File: config.mk
export PLATFORM = sky130hd
export DESIGN_NAME = pulse_train_and_pwm_output
export DESIGN_NICKNAME = d
export VERILOG_FILES = /design/src/pulse_gen_pkg.sv /design/src/pulse_cfg_if.sv /design/src/pulse_gen_core.sv /design/src/pulse_tick.sv /design/src/pulse_train_and_pwm_output.sv
export VERILOG_INCLUDE_DIRS = /design/src
export SDC_FILE = /design/constraint.sdc
export NUM_CORES = 1
export LEC_CHECK = 0
export ABC_CLOCK_PERIOD_IN_PS = 9600
export BUFFER_PORTS_ARGS = -buffer_cell sky130_fd_sc_hd__buf_2
export CORE_UTILIZATION = 30
export CTS_BUF_LIST = sky130_fd_sc_hd__clkbuf_2 sky130_fd_sc_hd__clkbuf_4 sky130_fd_sc_hd__clkbuf_8
export DETAILED_ROUTE_END_ITERATION = 7
export HOLD_SLACK_MARGIN = 0.06
export PLACE_DENSITY_LB_ADDON = 0.2
export SYNTH_ARGS = -nofsm -noshare
export SYNTH_HDL_FRONTEND = slang
export SYNTH_SLANG_ARGS = --single-unit
File: constraint.sdc
create_clock -name i_clk -period 9.6 [get_ports i_clk]
set_clock_uncertainty 0.15 [all_clocks]
set_input_delay 2.88 -clock i_clk [delete_from_list [all_inputs] [get_ports i_clk]]
set_output_delay 2.88 -clock i_clk [all_outputs]
set_load 0.01 [all_outputs]
File: src/pulse_gen_defs.svh
`ifndef PULSE_GEN_DEFS_SVH
`define PULSE_GEN_DEFS_SVH

// apb byte offsets, channel 1 at +0x20
`define OFF_CTRL        12'h000
`define OFF_CYCLE       12'h004
`define OFF_WIDTH       12'h008
`define OFF_COUNT       12'h00c
`define OFF_CMD         12'h010
`define OFF_IMAGE       12'h014
`define OFF_STATUS      12'h018
`define CH_STRIDE_BIT   5

// control byte fields
`define CTL_UPD_CYCLE   0
`define CTL_UPD_WIDTH   1
`define CTL_UPD_COUNT   2
`define CTL_TBASE_MS    3
`define CTL_PWM         6
`define CTL_ENABLE      7

// reset values
`define CYCLE_RST       16'h0002
`define WIDTH_RST       16'h0000
`define COUNT_RST       32'h0000_0001

// timing: 125 MHz clock, 8 ns
`define CLK_NS          8
`define US_NS           1000
`define US_CYC          (`US_NS / `CLK_NS)
`define MS_PER_US       1000
`define GAP_US          120
`define CYCLE_MIN       16'h0002

`endif

File: src/pulse_gen_pkg.sv
package pulse_gen_pkg;
  typedef enum logic [1:0] {ST_IDLE, ST_RUN, ST_GAP} gen_state_e;
  typedef struct packed {
    logic [7:0]  ctrl;
    logic [15:0] cycle;
    logic [15:0] width;
    logic [31:0] count;
  } chan_cfg_s;
endpackage

File: src/pulse_cfg_if.sv
`timescale 1ns/100ps
interface pulse_cfg_if;
  import pulse_gen_pkg::*;
  chan_cfg_s cfg;
  logic      program_cmd;
  logic      image_bit;
  logic      active;
  logic      done;
  logic      level;
  modport ctl (output cfg, output program_cmd, output image_bit,
               input active, input done, input level);
  modport gen (input cfg, input program_cmd, input image_bit,
               output active, output done, output level);
endinterface

File: src/pulse_gen_core.sv
`timescale 1ns/100ps
`include "pulse_gen_defs.svh"
module pulse_gen_core
  import pulse_gen_pkg::*;
(
  input  wire logic i_clk,
  input  wire logic i_srst,
  input  wire logic i_us_tick,
  input  wire logic i_ms_tick,
  pulse_cfg_if.gen  io_cfg
);
  localparam logic [6:0] GAP_US = 7'(`GAP_US);

  gen_state_e  state_q;
  gen_state_e  state_d;
  logic [15:0] cycle_q;
  logic [15:0] cycle_d;
  logic [15:0] width_q;
  logic [15:0] width_d;
  logic [31:0] count_q;
  logic [31:0] count_d;
  logic [31:0] left_q;
  logic [31:0] left_d;
  logic [15:0] phase_q;
  logic [15:0] phase_d;
  logic [6:0]  gap_q;
  logic [6:0]  gap_d;
  logic        tbms_q;
  logic        tbms_d;
  logic        pwm_q;
  logic        pwm_d;
  logic        wave_q;
  logic        wave_d;
  logic        done_q;
  logic        done_d;
  logic        base_q;
  logic        base_d;
  logic        tick;
  logic [15:0] half;
  logic [7:0]  c;

  assign c    = io_cfg.cfg.ctrl;
  assign tick = tbms_q ? i_ms_tick : i_us_tick;
  assign half = {1'b0, cycle_q[15:1]};

  always_comb
  begin
    state_d = state_q;
    cycle_d = cycle_q;
    width_d = width_q;
    count_d = count_q;
    left_d  = left_q;
    phase_d = phase_q;
    gap_d   = gap_q;
    tbms_d  = tbms_q;
    pwm_d   = pwm_q;
    wave_d  = wave_q;
    base_d  = base_q;
    done_d  = 1'b0;
    if (io_cfg.program_cmd)
    begin
      // parameters reach the generator only here
      if (c[`CTL_UPD_CYCLE])
        cycle_d = (io_cfg.cfg.cycle < `CYCLE_MIN) ? `CYCLE_MIN : io_cfg.cfg.cycle;
      if (c[`CTL_UPD_WIDTH])
        width_d = io_cfg.cfg.width;
      if (c[`CTL_UPD_COUNT])
        count_d = io_cfg.cfg.count;
      tbms_d = c[`CTL_TBASE_MS];
      pwm_d  = c[`CTL_PWM];
      if (!c[`CTL_ENABLE])
        state_d = ST_IDLE;
      else if (state_q == ST_IDLE)
      begin
        // fresh start from the first pulse with last loaded values
        state_d = ST_RUN;
        left_d  = c[`CTL_UPD_COUNT] ? io_cfg.cfg.count : count_q;
        phase_d = 16'h0000;
        // base level latched so later image writes cannot bend the train
        base_d  = io_cfg.image_bit;
        // first half starts at once, before any tick, so pulse one can be up to a tick shorter than the rest
        wave_d  = c[`CTL_PWM] ? (width_d != 16'h0000) : ~io_cfg.image_bit;
      end
      else
      begin
        // on-the-fly change: brief disable window, then restart period
        state_d = ST_GAP;
        gap_d   = 7'h00;
        if (c[`CTL_UPD_COUNT])
          left_d = io_cfg.cfg.count;
        wave_d = pwm_q ? 1'b1 : wave_q;
      end
    end
    else
    begin
      case (state_q)
        ST_IDLE:
          wave_d = io_cfg.image_bit;
        ST_GAP:
          if (i_us_tick)
          begin
            gap_d = gap_q + 7'h01;
            if (gap_q == GAP_US - 7'h01)
            begin
              state_d = ST_RUN;
              phase_d = 16'h0000;
              wave_d  = pwm_q ? 1'b1 : ~base_q;
            end
          end
        ST_RUN:
          if (tick)
          begin
            phase_d = (phase_q == cycle_q - 16'h0001) ? 16'h0000 : phase_q + 16'h0001;
            if (pwm_q)
              wave_d = (phase_d < width_q);
            else
            begin
              wave_d = (phase_d < half) ? ~base_q : base_q;
              if (phase_q == cycle_q - 16'h0001)
              begin
                left_d = left_q - 32'h0000_0001;
                if (left_q <= 32'h0000_0001)
                begin
                  state_d = ST_IDLE;
                  done_d  = 1'b1;
                  wave_d  = io_cfg.image_bit;
                end
              end
            end
          end
        default:
          state_d = ST_IDLE;
      endcase
    end
  end

  always_ff @(posedge i_clk)
  begin
    if (i_srst)
    begin
      state_q <= ST_IDLE;
      cycle_q <= `CYCLE_RST;
      width_q <= `WIDTH_RST;
      count_q <= `COUNT_RST;
      left_q  <= 32'h0000_0000;
      phase_q <= 16'h0000;
      gap_q   <= 7'h00;
      tbms_q  <= 1'b0;
      pwm_q   <= 1'b0;
      wave_q  <= 1'b0;
      done_q  <= 1'b0;
      base_q  <= 1'b0;
    end
    else
    begin
      state_q <= state_d;
      cycle_q <= cycle_d;
      width_q <= width_d;
      count_q <= count_d;
      left_q  <= left_d;
      phase_q <= phase_d;
      gap_q   <= gap_d;
      tbms_q  <= tbms_d;
      pwm_q   <= pwm_d;
      wave_q  <= wave_d;
      done_q  <= done_d;
      base_q  <= base_d;
    end
  end

  assign io_cfg.active = (state_q != ST_IDLE);
  assign io_cfg.done   = done_q;
  assign io_cfg.level  = wave_q;
endmodule

File: src/pulse_tick.sv
`timescale 1ns/100ps
`include "pulse_gen_defs.svh"
module pulse_tick
  import pulse_gen_pkg::*;
(
  input  wire logic i_clk,
  input  wire logic i_srst,
  output logic      o_us_tick,
  output logic      o_ms_tick
);
  localparam logic [6:0] US_LAST = 7'(`US_CYC - 1);
  localparam logic [9:0] MS_LAST = 10'(`MS_PER_US - 1);

  logic [6:0] us_cnt_q;
  logic [6:0] us_cnt_d;
  logic [9:0] ms_cnt_q;
  logic [9:0] ms_cnt_d;
  logic       us_q;
  logic       us_d;
  logic       ms_q;
  logic       ms_d;

  always_comb
  begin
    us_d     = (us_cnt_q == US_LAST);
    us_cnt_d = us_d ? 7'h00 : us_cnt_q + 7'h01;
    ms_cnt_d = ms_cnt_q;
    ms_d     = 1'b0;
    if (us_d)
    begin
      ms_d     = (ms_cnt_q == MS_LAST);
      ms_cnt_d = ms_d ? 10'h000 : ms_cnt_q + 10'h001;
    end
  end

  always_ff @(posedge i_clk)
  begin
    if (i_srst)
    begin
      us_cnt_q <= 7'h00;
      ms_cnt_q <= 10'h000;
      us_q     <= 1'b0;
      ms_q     <= 1'b0;
    end
    else
    begin
      us_cnt_q <= us_cnt_d;
      ms_cnt_q <= ms_cnt_d;
      us_q     <= us_d;
      ms_q     <= ms_d;
    end
  end

  assign o_us_tick = us_q;
  assign o_ms_tick = ms_q;
endmodule

File: src/pulse_train_and_pwm_output.sv
`timescale 1ns/100ps
`include "pulse_gen_defs.svh"
module pulse_train_and_pwm_output
  import pulse_gen_pkg::*;
(
  // clock and reset
  input  wire logic        i_clk,
  input  wire logic        i_srst,
  // apb slave
  input  wire logic        i_psel,
  input  wire logic        i_penable,
  input  wire logic        i_pwrite,
  input  wire logic [11:0] i_paddr,
  input  wire logic [31:0] i_pwdata,
  output logic      [31:0] o_prdata,
  output logic             o_pready,
  output logic             o_pslverr,
  // pins
  output logic             o_pulse_output_pin_a,
  output logic             o_pulse_output_pin_b,
  // events
  output logic [1:0]       o_train_complete
);
  logic us_tick;
  logic ms_tick;

  pulse_tick u_tick (
    .i_clk     (i_clk),
    .i_srst    (i_srst),
    .o_us_tick (us_tick),
    .o_ms_tick (ms_tick)
  );

  logic        acc;
  logic        wr;
  logic        ch;
  logic [4:0]  reg_off;
  logic        hit;
  logic [1:0]  active;
  logic [1:0]  level;
  logic [1:0]  done;
  logic [31:0] rdata_q;
  logic [31:0] rdata_d;
  logic        err_q;
  logic        err_d;
  logic [7:0]  ctrl_q [2];
  logic [15:0] cycle_q [2];
  logic [15:0] width_q [2];
  logic [31:0] count_q [2];
  logic [1:0]  image_q;
  logic [1:0]  cmd_q;
  logic [1:0]  done_seen_q;
  logic        rdy_q;
  logic        rdy_d;

  assign acc     = i_psel && i_penable;
  // writes land only at the edge that completes the transfer, never twice
  assign wr      = acc && i_pwrite && rdy_q;
  assign ch      = i_paddr[`CH_STRIDE_BIT];
  assign reg_off = {i_paddr[4:2], 2'b00};
  assign hit     = (i_paddr[11:6] == 6'h00) && (reg_off <= `OFF_STATUS)
                   && (i_paddr[1:0] == 2'b00);

  genvar g;
  generate
    for (g = 0; g < 2; g++)
    begin : gen_ch
      pulse_cfg_if cif ();
      logic        sel;
      logic [7:0]  ctrl_d;
      logic [15:0] cycle_d;
      logic [15:0] width_d;
      logic [31:0] count_d;
      logic        image_d;
      logic        cmd_d;
      logic        seen_d;

      assign sel = wr && hit && (ch == 1'(g));

      // staging registers; generator sees only the image bit until command
      always_comb
      begin
        ctrl_d  = ctrl_q[g];
        cycle_d = cycle_q[g];
        width_d = width_q[g];
        count_d = count_q[g];
        image_d = image_q[g];
        cmd_d   = 1'b0;
        seen_d  = done_seen_q[g] | done[g];
        if (sel)
        begin
          case (reg_off)
            `OFF_CTRL:  ctrl_d  = i_pwdata[7:0];
            `OFF_CYCLE: cycle_d = i_pwdata[15:0];
            `OFF_WIDTH: width_d = i_pwdata[15:0];
            `OFF_COUNT: count_d = i_pwdata;
            `OFF_CMD:   cmd_d   = i_pwdata[0];
            `OFF_IMAGE: image_d = i_pwdata[0];
            // write-1 clear; a completion in the same cycle wins
            `OFF_STATUS: seen_d = done[g] | (done_seen_q[g] & ~i_pwdata[1]);
            default: ctrl_d = ctrl_q[g];
          endcase
        end
      end

      always_ff @(posedge i_clk)
      begin
        if (i_srst)
        begin
          ctrl_q[g]      <= 8'h00;
          cycle_q[g]     <= `CYCLE_RST;
          width_q[g]     <= `WIDTH_RST;
          count_q[g]     <= `COUNT_RST;
          image_q[g]     <= 1'b0;
          cmd_q[g]       <= 1'b0;
          done_seen_q[g] <= 1'b0;
        end
        else
        begin
          ctrl_q[g]      <= ctrl_d;
          cycle_q[g]     <= cycle_d;
          width_q[g]     <= width_d;
          count_q[g]     <= count_d;
          image_q[g]     <= image_d;
          cmd_q[g]       <= cmd_d;
          done_seen_q[g] <= seen_d;
        end
      end

      assign cif.cfg.ctrl    = ctrl_q[g];
      assign cif.cfg.cycle   = cycle_q[g];
      assign cif.cfg.width   = width_q[g];
      assign cif.cfg.count   = count_q[g];
      assign cif.program_cmd = cmd_q[g];
      assign cif.image_bit   = image_q[g];
      assign active[g]       = cif.active;
      assign level[g]        = cif.level;
      assign done[g]         = cif.done;

      pulse_gen_core u_core (
        .i_clk     (i_clk),
        .i_srst    (i_srst),
        .i_us_tick (us_tick),
        .i_ms_tick (ms_tick),
        .io_cfg    (cif.gen)
      );

    end
  endgenerate

  // generator owns the pin while active
  assign o_pulse_output_pin_a = level[0];
  assign o_pulse_output_pin_b = level[1];
  assign o_train_complete     = done;

  always_comb
  begin
    rdata_d = 32'h0000_0000;
    err_d   = 1'b0;
    if (acc && !hit)
      err_d = 1'b1;
    else if (acc && !i_pwrite)
    begin
      case (reg_off)
        `OFF_CTRL:   rdata_d = {24'h000000, ctrl_q[ch]};
        `OFF_CYCLE:  rdata_d = {16'h0000, cycle_q[ch]};
        `OFF_WIDTH:  rdata_d = {16'h0000, width_q[ch]};
        `OFF_COUNT:  rdata_d = count_q[ch];
        `OFF_IMAGE:  rdata_d = {31'h0, image_q[ch]};
        `OFF_STATUS: rdata_d = {29'h0, level[ch], done_seen_q[ch], active[ch]};
        default:     rdata_d = 32'h0000_0000;
      endcase
    end
  end

  always_ff @(posedge i_clk)
  begin
    if (i_srst)
    begin
      rdata_q <= 32'h0000_0000;
      err_q   <= 1'b0;
    end
    else
    begin
      rdata_q <= rdata_d;
      err_q   <= err_d;
    end
  end

  // one wait state: data comes from flip-flops
  assign rdy_d = acc && !rdy_q;
  always_ff @(posedge i_clk)
  begin
    if (i_srst)
      rdy_q <= 1'b0;
    else
      rdy_q <= rdy_d;
  end
  assign o_pready  = rdy_q;
  assign o_prdata  = rdata_q;
  assign o_pslverr = rdy_q && err_q;
endmodule

==> results by stage, run 1 <==
Synth:
- The Yosys step of the flow raised 0 warnings.
- When the netlist entered floorplanning its net count stood at 3,246.
- The number of different library cells used by synthesis comes to 80.
- The dominant cell by count in the synthesized netlist is nand2_1.
- After synthesis, the mean cell area works out to 7.541 um^2.
- The sequential area share after synthesis is 38.72%.
- The post-synthesis instance area is 0.02353 mm^2.
- The share of synthesized area in the top cell type comes to 38.72%.
- Counting instances in the post-synthesis netlist gives the leading cell types as nand2_1 (725), dfxtp_1 (455), a21oi_1 (394).
- In the synthesized netlist the dominant register cell turns out to be dfxtp_1.
- By area the synthesized netlist is led by dfxtp_1 (39%), nand2_1 (12%), a21oi_1 (8.4%).
- In the synthesized netlist, the number of instances is 3,120.
- The synthesized design contains 0 enable-type register cells.
- In the synthesized netlist the async set-or-reset flop fraction comes to 0%.
- The number of flip-flops and latches in the synthesized netlist is 455.
- The biggest area contributor in the post-synthesis netlist is dfxtp_1.

Global route:
- The global routing met2 resource utilization is 28.94%.
- The via count of the first global-routing pass is 20,360.
- Global routing finished with a remaining overflow of 0.
- The global routing met1 resource utilization is 28.31%.
- The initial antenna violation count is 9.
- The wire length of the first global-routing pass is 121,200 um.
- Across every metal layer, demand over resource in global routing totals 19.42%.
- Entering global routing, the biggest net connects 77 pins.
- The met3 layer usage reported by global route is 3.667%.
- In this run the most used layer during global routing was met2.

Floorplan:
- The die is 282.0 um wide.
- The number of primary I/O pins is 87.
- The standard-cell row count is 102.
- The effective utilization at floorplan is 30.37%.
- The die outline height is 282.0 um.
- The core region is 0.07747 mm^2.
- The area of the die is 0.07955 mm^2.

Min path:
- The startpoint identified for the worst hold timing path is o_pready.
- The cell depth of the worst hold path is 1.
- The worst hold path class is reg2reg.
- The worst hold path terminates at o_pready.

Critical path:
- The critical path runs through a total of 15 cells.
- The worst setup path is captured at a register.
- The depth of the worst register-to-register path is 15.
- The largest fanout on the critical path is 15.
- The slowest stage of the critical path is the or4_1 cell.
- The delay of the slowest cell on the worst path is 0.51 ns.
- Traced cell by cell, the critical path runs through or3_1 -> or4_1 -> a2111oi_2 -> nand3_1 -> and4bb_2 -> and2_1 -> nor2_1 -> ha_1 -> and4_1 -> and3_1 -> a221o_1 -> a211oi_1 -> o211ai_1 -> mux2_2 -> a22oi_1.
- The category of the worst setup path launch point is a register.
- The worst register-to-register path begins at gen_ch[0].u_core.cycle_q[2].
- The count of buffer and inverter cells on the critical path is 0.
- The data arrival time of the worst path is 5.75 ns.
- The setup slack on the worst flop-to-flop path is 4.32 ns.
- The worst flop-to-flop path endpoint is gen_ch[0].u_core.io_cfg.level.
- The required time of the worst setup path is 10.07 ns.
- The largest delay contributor family on the critical path is simple AND/OR/NAND/NOR gates.
- The kind of critical path is reg2reg.

CTS:
- The clock edge transition at the registers on the reported setup and hold paths is 0.06 ns.
- Counting the buffers created by CTS gives 84.
- The setup fix buffers added after clock tree synthesis is 0.
- The number of hold buffers added after CTS is 0.
- The clock reaches the later pin of the worst-skew pair after 0.69 ns.
- The library cell used as clock root buffer is clkbuf_8.
- The CTS tree is built.
- The total number of H-tree levels is 3.
- The largest buffer count on any clock path is 3.
- The post-cts repair resize count is 0.
- The clock net in this run drives a total of 455 sinks.

Placement:
- In this run the cell area measured after placement is 0.02466 mm^2.
- The number of buffers added on ports is 86.
- The routability congestion estimate is 0.9164.
- The sum of net half-perimeters after detailed placement is 54,210 um.
- The worst slack at placement is 4.037 ns.

Layout:
- The number of nets in the finished design is 3,233.
- The share of post-route cells with drive strength above 1 is 10.12%.
- Once layout is done, the placed cells without fillers occupy 0.02652 mm^2.
- The end-of-flow core utilization is 34.23%.
- Relative to the synthesized area, the layout overhead comes to 12.72%.

STA:
- Final hold analysis gives a worst-case slack of 0.3017 ns.
- The max-slew violation count is 0.
- The final period utilization is 54.99%.
- The relative slew slack is 20.47%.
- Counting I/O delays and the setup requirement, the final critical path takes 5.279 ns.
- Setup repair after global routing left no endpoint under its margin.
- Adding up every negative setup slack in the final design gives 0 ns.
- Setup violations remaining at the end of the flow were counted as 0.
- The worst path meets setup with 4.321 ns of slack.
- The actual transition at the worst max-transition pin is 1.193 ns.
- The final count of hold timing violations came to 0.
- The maximum operating frequency is 189.4 MHz.

Drt:
- The routed wire length is 77,550 um.
- The antenna violation net count after detailed routing is 0.
- After detailed routing, the average wire length per cell comes to 18.39 um.
- The via count is 21,850.
- The number of optimization iterations in the first detailed-route pass is 5.
- The iteration-0 DRC count of the detailed router is 1,920.
- After detailed routing, the number of remaining DRC violations is 0.
- In the routed layout, each cell is associated on average with a via count of 5.182.

Power:
- In this run the static leakage power is 9.419 nW.
- Power spread over the standard cell area amounts to 157.3 mW/mm^2.
- The maximum VDD drop is 0.09817 mV.

Run status:
- The flow ran to the end, and the final reports show no timing, DRC or antenna violations.

Flow run:
- Max-cap violations in this run came to 0.
## through the flow
stage | instances | total power [mW]
finish | 4216 | 4.171
global route | 4212 | 4.329
CTS | 4211 | 4.230
detailed placement | 4061 | 2.154
global placement | 4061 | 2.155
floorplan | 3120 | 2.078
## layout make-up
type	instances	area [um^2]
Antenna cell	5	12.51
Clock buffer	133	1649
Clock inverter	17	200.2
Fill cell	8348	50950
Inverter	91	341.6
Multi-Input combinational cell	2363	13270
Sequential cell	455	9111
Tap cell	1040	1301
Timing Repair Buffer	112	638.1
## registers in the layout, indices dropped and copies added, names as in the netlist, 4 cells and up
name / count
width_q: 32
gen_ch.u_core.phase_q: 32
gen_ch.u_core.left_q: 64
gen_ch.u_core.gap_q: 14
gen_ch.u_core.state_q: 4
u_tick.ms_cnt_q: 10
gen_ch.u_core.cycle_q: 32
o_prdata: 32
gen_ch.u_core.width_q: 32
gen_ch.u_core.count_q: 64
count_q: 64
u_tick.us_cnt_q: 7
ctrl_q: 16
cycle_q: 32
## cell usage in the layout, fill, tap and decap left out, types with 65 or more instances in the layout
master and n:
buf_2 84, a21oi_1 393, nand3_1 65, inv_1 90
mux2i_1 82, ha_1 77, nand2_1 725, dfxtp_1 453
nor2_1 243, clkbuf_8 104, o21ai_0 77
## report_power, final
group | internal (mW) | total, mW | switching (mW)
combinational | 0.0580 | 0.216 | 0.158
sequential | 1.89 | 1.90 | 0.00673
clock | 1.20 | 2.06 | 0.860
## worst max-delay path by stage
stage	startpoint	endpoint	slack, ns
after global placement	i_paddr[6]	ctrl_q[0][3]	4.11
final	gen_ch[0].u_core.cycle_q[2]	gen_ch[0].u_core.io_cfg.level	4.32
after CTS	gen_ch[1].u_core.cycle_q[1]	gen_ch[1].u_core.io_cfg.level	4.32
after global routing	gen_ch[1].u_core.cycle_q[1]	gen_ch[1].u_core.io_cfg.level	3.81
after detailed placement	i_paddr[6]	ctrl_q[0][6]	4.04
after floorplan	i_paddr[6]	ctrl_q[0][1]	4.64
## cells by family (layout without fill, tap and decap cells)
kind of cell    after synthesis  count (layout)  synth area share (%)
other cells                   0               5                     0
compound gates              717             717                 18.01
mux                         104             104                 4.542
simple gates               1378            1378                 26.43
flops                       455             455                 38.72
buf+inv                     302             353                 4.972
fa+ha+maj                    77              77                 4.095
xor+xnor                     87              87                 3.239
## layer usage
metal	share of wire (%)	wire length, um
met1	49	38320
met4	2.2	1732
met3	5.9	4555
met5	0.071	55
met2	42	32880
Note: power is estimated with default switching activity, not from simulation.
==> run 2: changes to the inputs <==
Settings changed: ABC_AREA set to 1, ABC_CLOCK_PERIOD_IN_PS 9600 to 5300.
Clock period 9.6 ns to 5.3 ns, I/O delays scaled along.
==> results by stage, run 2 <==
STA:
- Timing would allow up to 245.2 MHz.
- Setup slack on the critical path of the routed design comes to 1.222 ns.
- The number of setup violations in the final report is 0.
- The actual transition at the worst max-transition pin is 1.135 ns.
- Dividing the final minimum period by the clock period gives 76.95%.
- The final count of hold timing violations came to 0.
- Setup repair after global routing left no endpoint under its margin.
- The relative slew slack is 24.08%.
- For the final routed database, the setup TNS stands at 0 ns.
- The final critical-path required period is 4.078 ns.
- Hold is met by 0.3068 ns.
- The max-slew violation count came to 0.

Placement:
- The routability congestion estimate is 0.9318.
- The post-placement cell count is 4,585.
- Prior to clock tree synthesis, the placed netlist has a worst setup slack of 0.7667 ns.
- Summed over all nets, the half-perimeter wirelength after detailed placement is 55,610 um.
- The area of placed instances is 0.02572 mm^2.
- The number of buffers added on ports is 86.

Global route:
- Summed over all layers, the global routing overflow is 0.
- The initial antenna violation count was 3.
- Global routing consumed, over all layers together, 18.80% of the routing resources.
- Entering global routing, the biggest net connects 101 pins.
- The via count of the first global-routing pass is 21,440.
- The wire length of the first global-routing pass is 122,400 um.

CTS:
- The H-tree was split into 3 levels.
- The library cell used as clock root buffer is clkbuf_8.
- TritonCTS built the clock tree.
- Clock latency on the worst-skew pair, taken at its later pin, is 0.70 ns.
- Once the clock tree was built, the setup fixing pass inserted 0 buffers.
- In this run, post-CTS repair resized a total of 0 instances.
- Hold repair after CTS inserted 0 buffers.
- The number of buffers inserted during clock tree synthesis is 88.
- For this design, the sink count on the clock tree is 455.
- The clock edge transition at the registers on the reported setup and hold paths is 0.06 ns.
- Counting along the longest clock path gives a buffer depth of 3.

Layout:
- The share of post-route cells with drive strength above 1 is 8.804%.
- Once layout is complete, the cells apart from fillers number 4,741.
- The final design area excluding fillers is 0.02752 mm^2.
- The leading cell type in the layout, fill and taps excluded is nand2_1.
- The end-of-flow core utilization is 34.23%.
- The library cells used most frequently in the layout, excluding fill and tap cells, are nand2_1 (609), o21ai_0 (523), inv_1 (490).
- The largest registers in the layout are count_q: 64 flops, gen_ch.u_core.count_q: 64 flops, gen_ch.u_core.left_q: 64 flops.
- The number of filler cells placed in the layout is 8,749.
- The signed area change from the synthesized netlist to the final layout is 12.95%.
- Summing all multi-input logic gate instances after layout gives 0.01266 mm^2.
- Registers take 0.009111 mm^2.
- After the last flow step, the layout net total stands at 3,741.

Synth:
- The number of enable-type register cells in the synthesized netlist is 0.
- Sorting the synthesized cells by how often they occur yields nand2_1 (609), o21ai_0 (523), inv_1 (491).
- Yosys printed 0 warnings.
- The share of synthesized area in the top cell type comes to 37.38%.
- In the post-synthesis netlist, the cell with the most instances is nand2_1.
- The number of flip-flops and latches in the synthesized netlist is 455.
- In this run, distinct cell masters in the synthesized netlist total 62.
- Counting every instance in the synthesized netlist gives 3,586.
- The library cell occupying the most area in the post-synthesis netlist is dfxtp_1.
- The mapped netlist covers 0.02437 mm^2.
- The mean area per synthesized cell is 6.795 um^2.
- After synthesis, the cell types taking the most area are dfxtp_1 (37%), o21ai_0 (11%), nand2_1 (9.4%).
- The async set-reset flop share out of synthesis is 0%.
- In the synthesized netlist the dominant register cell turns out to be dfxtp_1.
- The sequential area share after synthesis is 37.38%.
- The number of nets in the synthesized netlist is 3,712.

Critical path:
- The worst setup path is launched from a register.
- For this run, the slowest stage of the critical path takes 0.50 ns.
- The setup slack on the worst flop-to-flop path is 1.22 ns.
- The most repeated library cell on the critical path is nand2_1.
- The depth of the worst register-to-register path is 28.
- The data arrival time of the worst path is 4.54 ns.
- The origin of the critical flop-to-flop path is gen_ch[1].u_core.cycle_q[0].
- The launching instance or port of the critical path is gen_ch[1].u_core.cycle_q[0].
- STA classifies the critical path endpoint as a register.
- The critical path in this run is classified as reg2reg.
- The largest fanout on the critical path is 11.
- The endpoint identified for the worst register-to-register timing path is gen_ch[1].u_core.io_cfg.level.
- The required time of the worst setup path is 5.76 ns.
- The standard cell with the maximum stage delay on the critical path is nor3b_1.

Drt:
- The via count is 23,160.
- Dividing the detail-routed wire length by the instance count gives 16.55 um.
- Using the TritonRoute via totals, the vias-per-cell ratio works out to 4.885.
- The antenna violation net count after detailed routing is 0.
- The total DRC errors in the routed layout is 0.
- The iteration-0 DRC count of the detailed router is 1,620.
- The final layout contains routed wiring with a total length of 78,480 um.
- The number of optimization iterations in the first detailed-route pass is 7.

Floorplan:
- The area of the placeable core is 0.08042 mm^2.
- The standard-cell row count is 104.
- For this configuration, the core starts out at a cell density of 30.30%.
- The horizontal die dimension is 287.0 um.
- The area of the die is 0.08237 mm^2.
- From bottom edge to top edge, the die measures 287.0 um.
- The number of primary I/O pins is 87.

Power:
- Per report_power, the clock group accounts for 49.4% of the total.
- Combinational cells account for 3.3% of the total power.
- The sequential fraction of design power is 47.2%.
- The design draws 7.270 mW.
- The switching part of the total is 24.71%.
- The analysis attributes to cell leakage a power of 11.87 nW.
- IR analysis of the VDD net gives a maximum drop of 0.2234 mV.
- The net switching power figure is 1.796 mW.
- The internal portion of the total power is 5.473 mW.
- The ratio of total power to cell area is 264.1 mW/mm^2.

Min path:
- The path with the worst hold slack has its endpoint at ctrl_q[0][5].
- The worst hold path was traced through 2 stages.
- The worst hold path class is reg2reg.
- The source of the worst hold timing path is ctrl_q[0][5].

Run status:
- The run finished with clean final reports.

Flow run:
- The number of maximum-capacitance violations is 0.
==> run 2: cell types whose count changed after synthesis, moves of 20 or more <==
cell and delta:
o21ai_0 +446, inv_1 +401, nand2_1 -116, nor2_1 +100, mux2i_1 -82, a21oi_1 -38
clkbuf_1 -37, and3_1 -28, or3_1 -27, mux2_2 -22, nand2b_1 -22, nand3_1 +20
==> run 2: routing by layer <==
metal	vias up	share of wire [%]	global-route usage [%]
met3	104	5.3	3.349
met1	10560	50	26.91
met2	514	43	28.73
li1	11980	-	-
met5	-	0	0
met4	0	1.9	5.040
==> run 2: kinds of logic (layout without fill, tap and decap cells) <==
group,count (synthesis),after routing,synth area share [%]
AO/OA/AOI/OAI,1073,1073,23.88
other,0,1,0
XOR/XNOR,77,77,2.855
AND/OR/NAND/NOR,1218,1218,21.22
buffers and inverters,686,780,10.72
adder cells (fa/ha/maj),77,77,3.954
flip-flops,455,455,37.38
==> run 2: worst max path at each step <==
| stage | to | slack [ns] | cells after the start |
|---|---|---|---|
| 3_3_place_gp | cycle_q[1][4] | 0.79 | 11 |
| 2_1_floorplan | count_q[1][23] | 1.54 | 8 |
| 3_5_place_dp | cycle_q[1][6] | 0.77 | 11 |
| 6_report | gen_ch[1].u_core.io_cfg.level | 1.22 | 28 |
| 4_1_cts | gen_ch[1].u_core.io_cfg.level | 1.18 | 28 |
| 5_1_grt | gen_ch[1].u_core.io_cfg.level | 0.59 | 25 |
==> run 2: area by class of cell <==
cell class | instances | area share (%)
Antenna cell | 1 | 0.009092
Clock buffer | 131 | 5.982
Clock inverter | 24 | 0.5500
Inverter | 507 | 6.942
Multi-Input combinational cell | 2445 | 45.99
Sequential cell | 455 | 33.10
Tap cell | 1060 | 4.819
Timing Repair Buffer | 118 | 2.605
==> run 2: power groups by stage <==
stage               Clock, mW  Sequential (mW)  Combinational [mW]
floorplan                   0             3.51               0.127
global placement            0             3.51               0.240
detailed placement          0             3.51               0.238
CTS                      3.72             3.43               0.239
global route             3.87             3.43               0.261
finish                   3.59             3.43               0.242
==> run 2: worst max-delay path, delay by kind of cell (launching register included) <==
| family | cells | cell delay, ns |
|---|---|---|
| AOI/OAI and AO/OA | 2 | 0.27 |
| and+or+nand+nor | 22 | 2.32 |
| DFF | 1 | 0.32 |
| buffers and inverters | 2 | 0.35 |
| adders and majority gates | 2 | 0.55 |
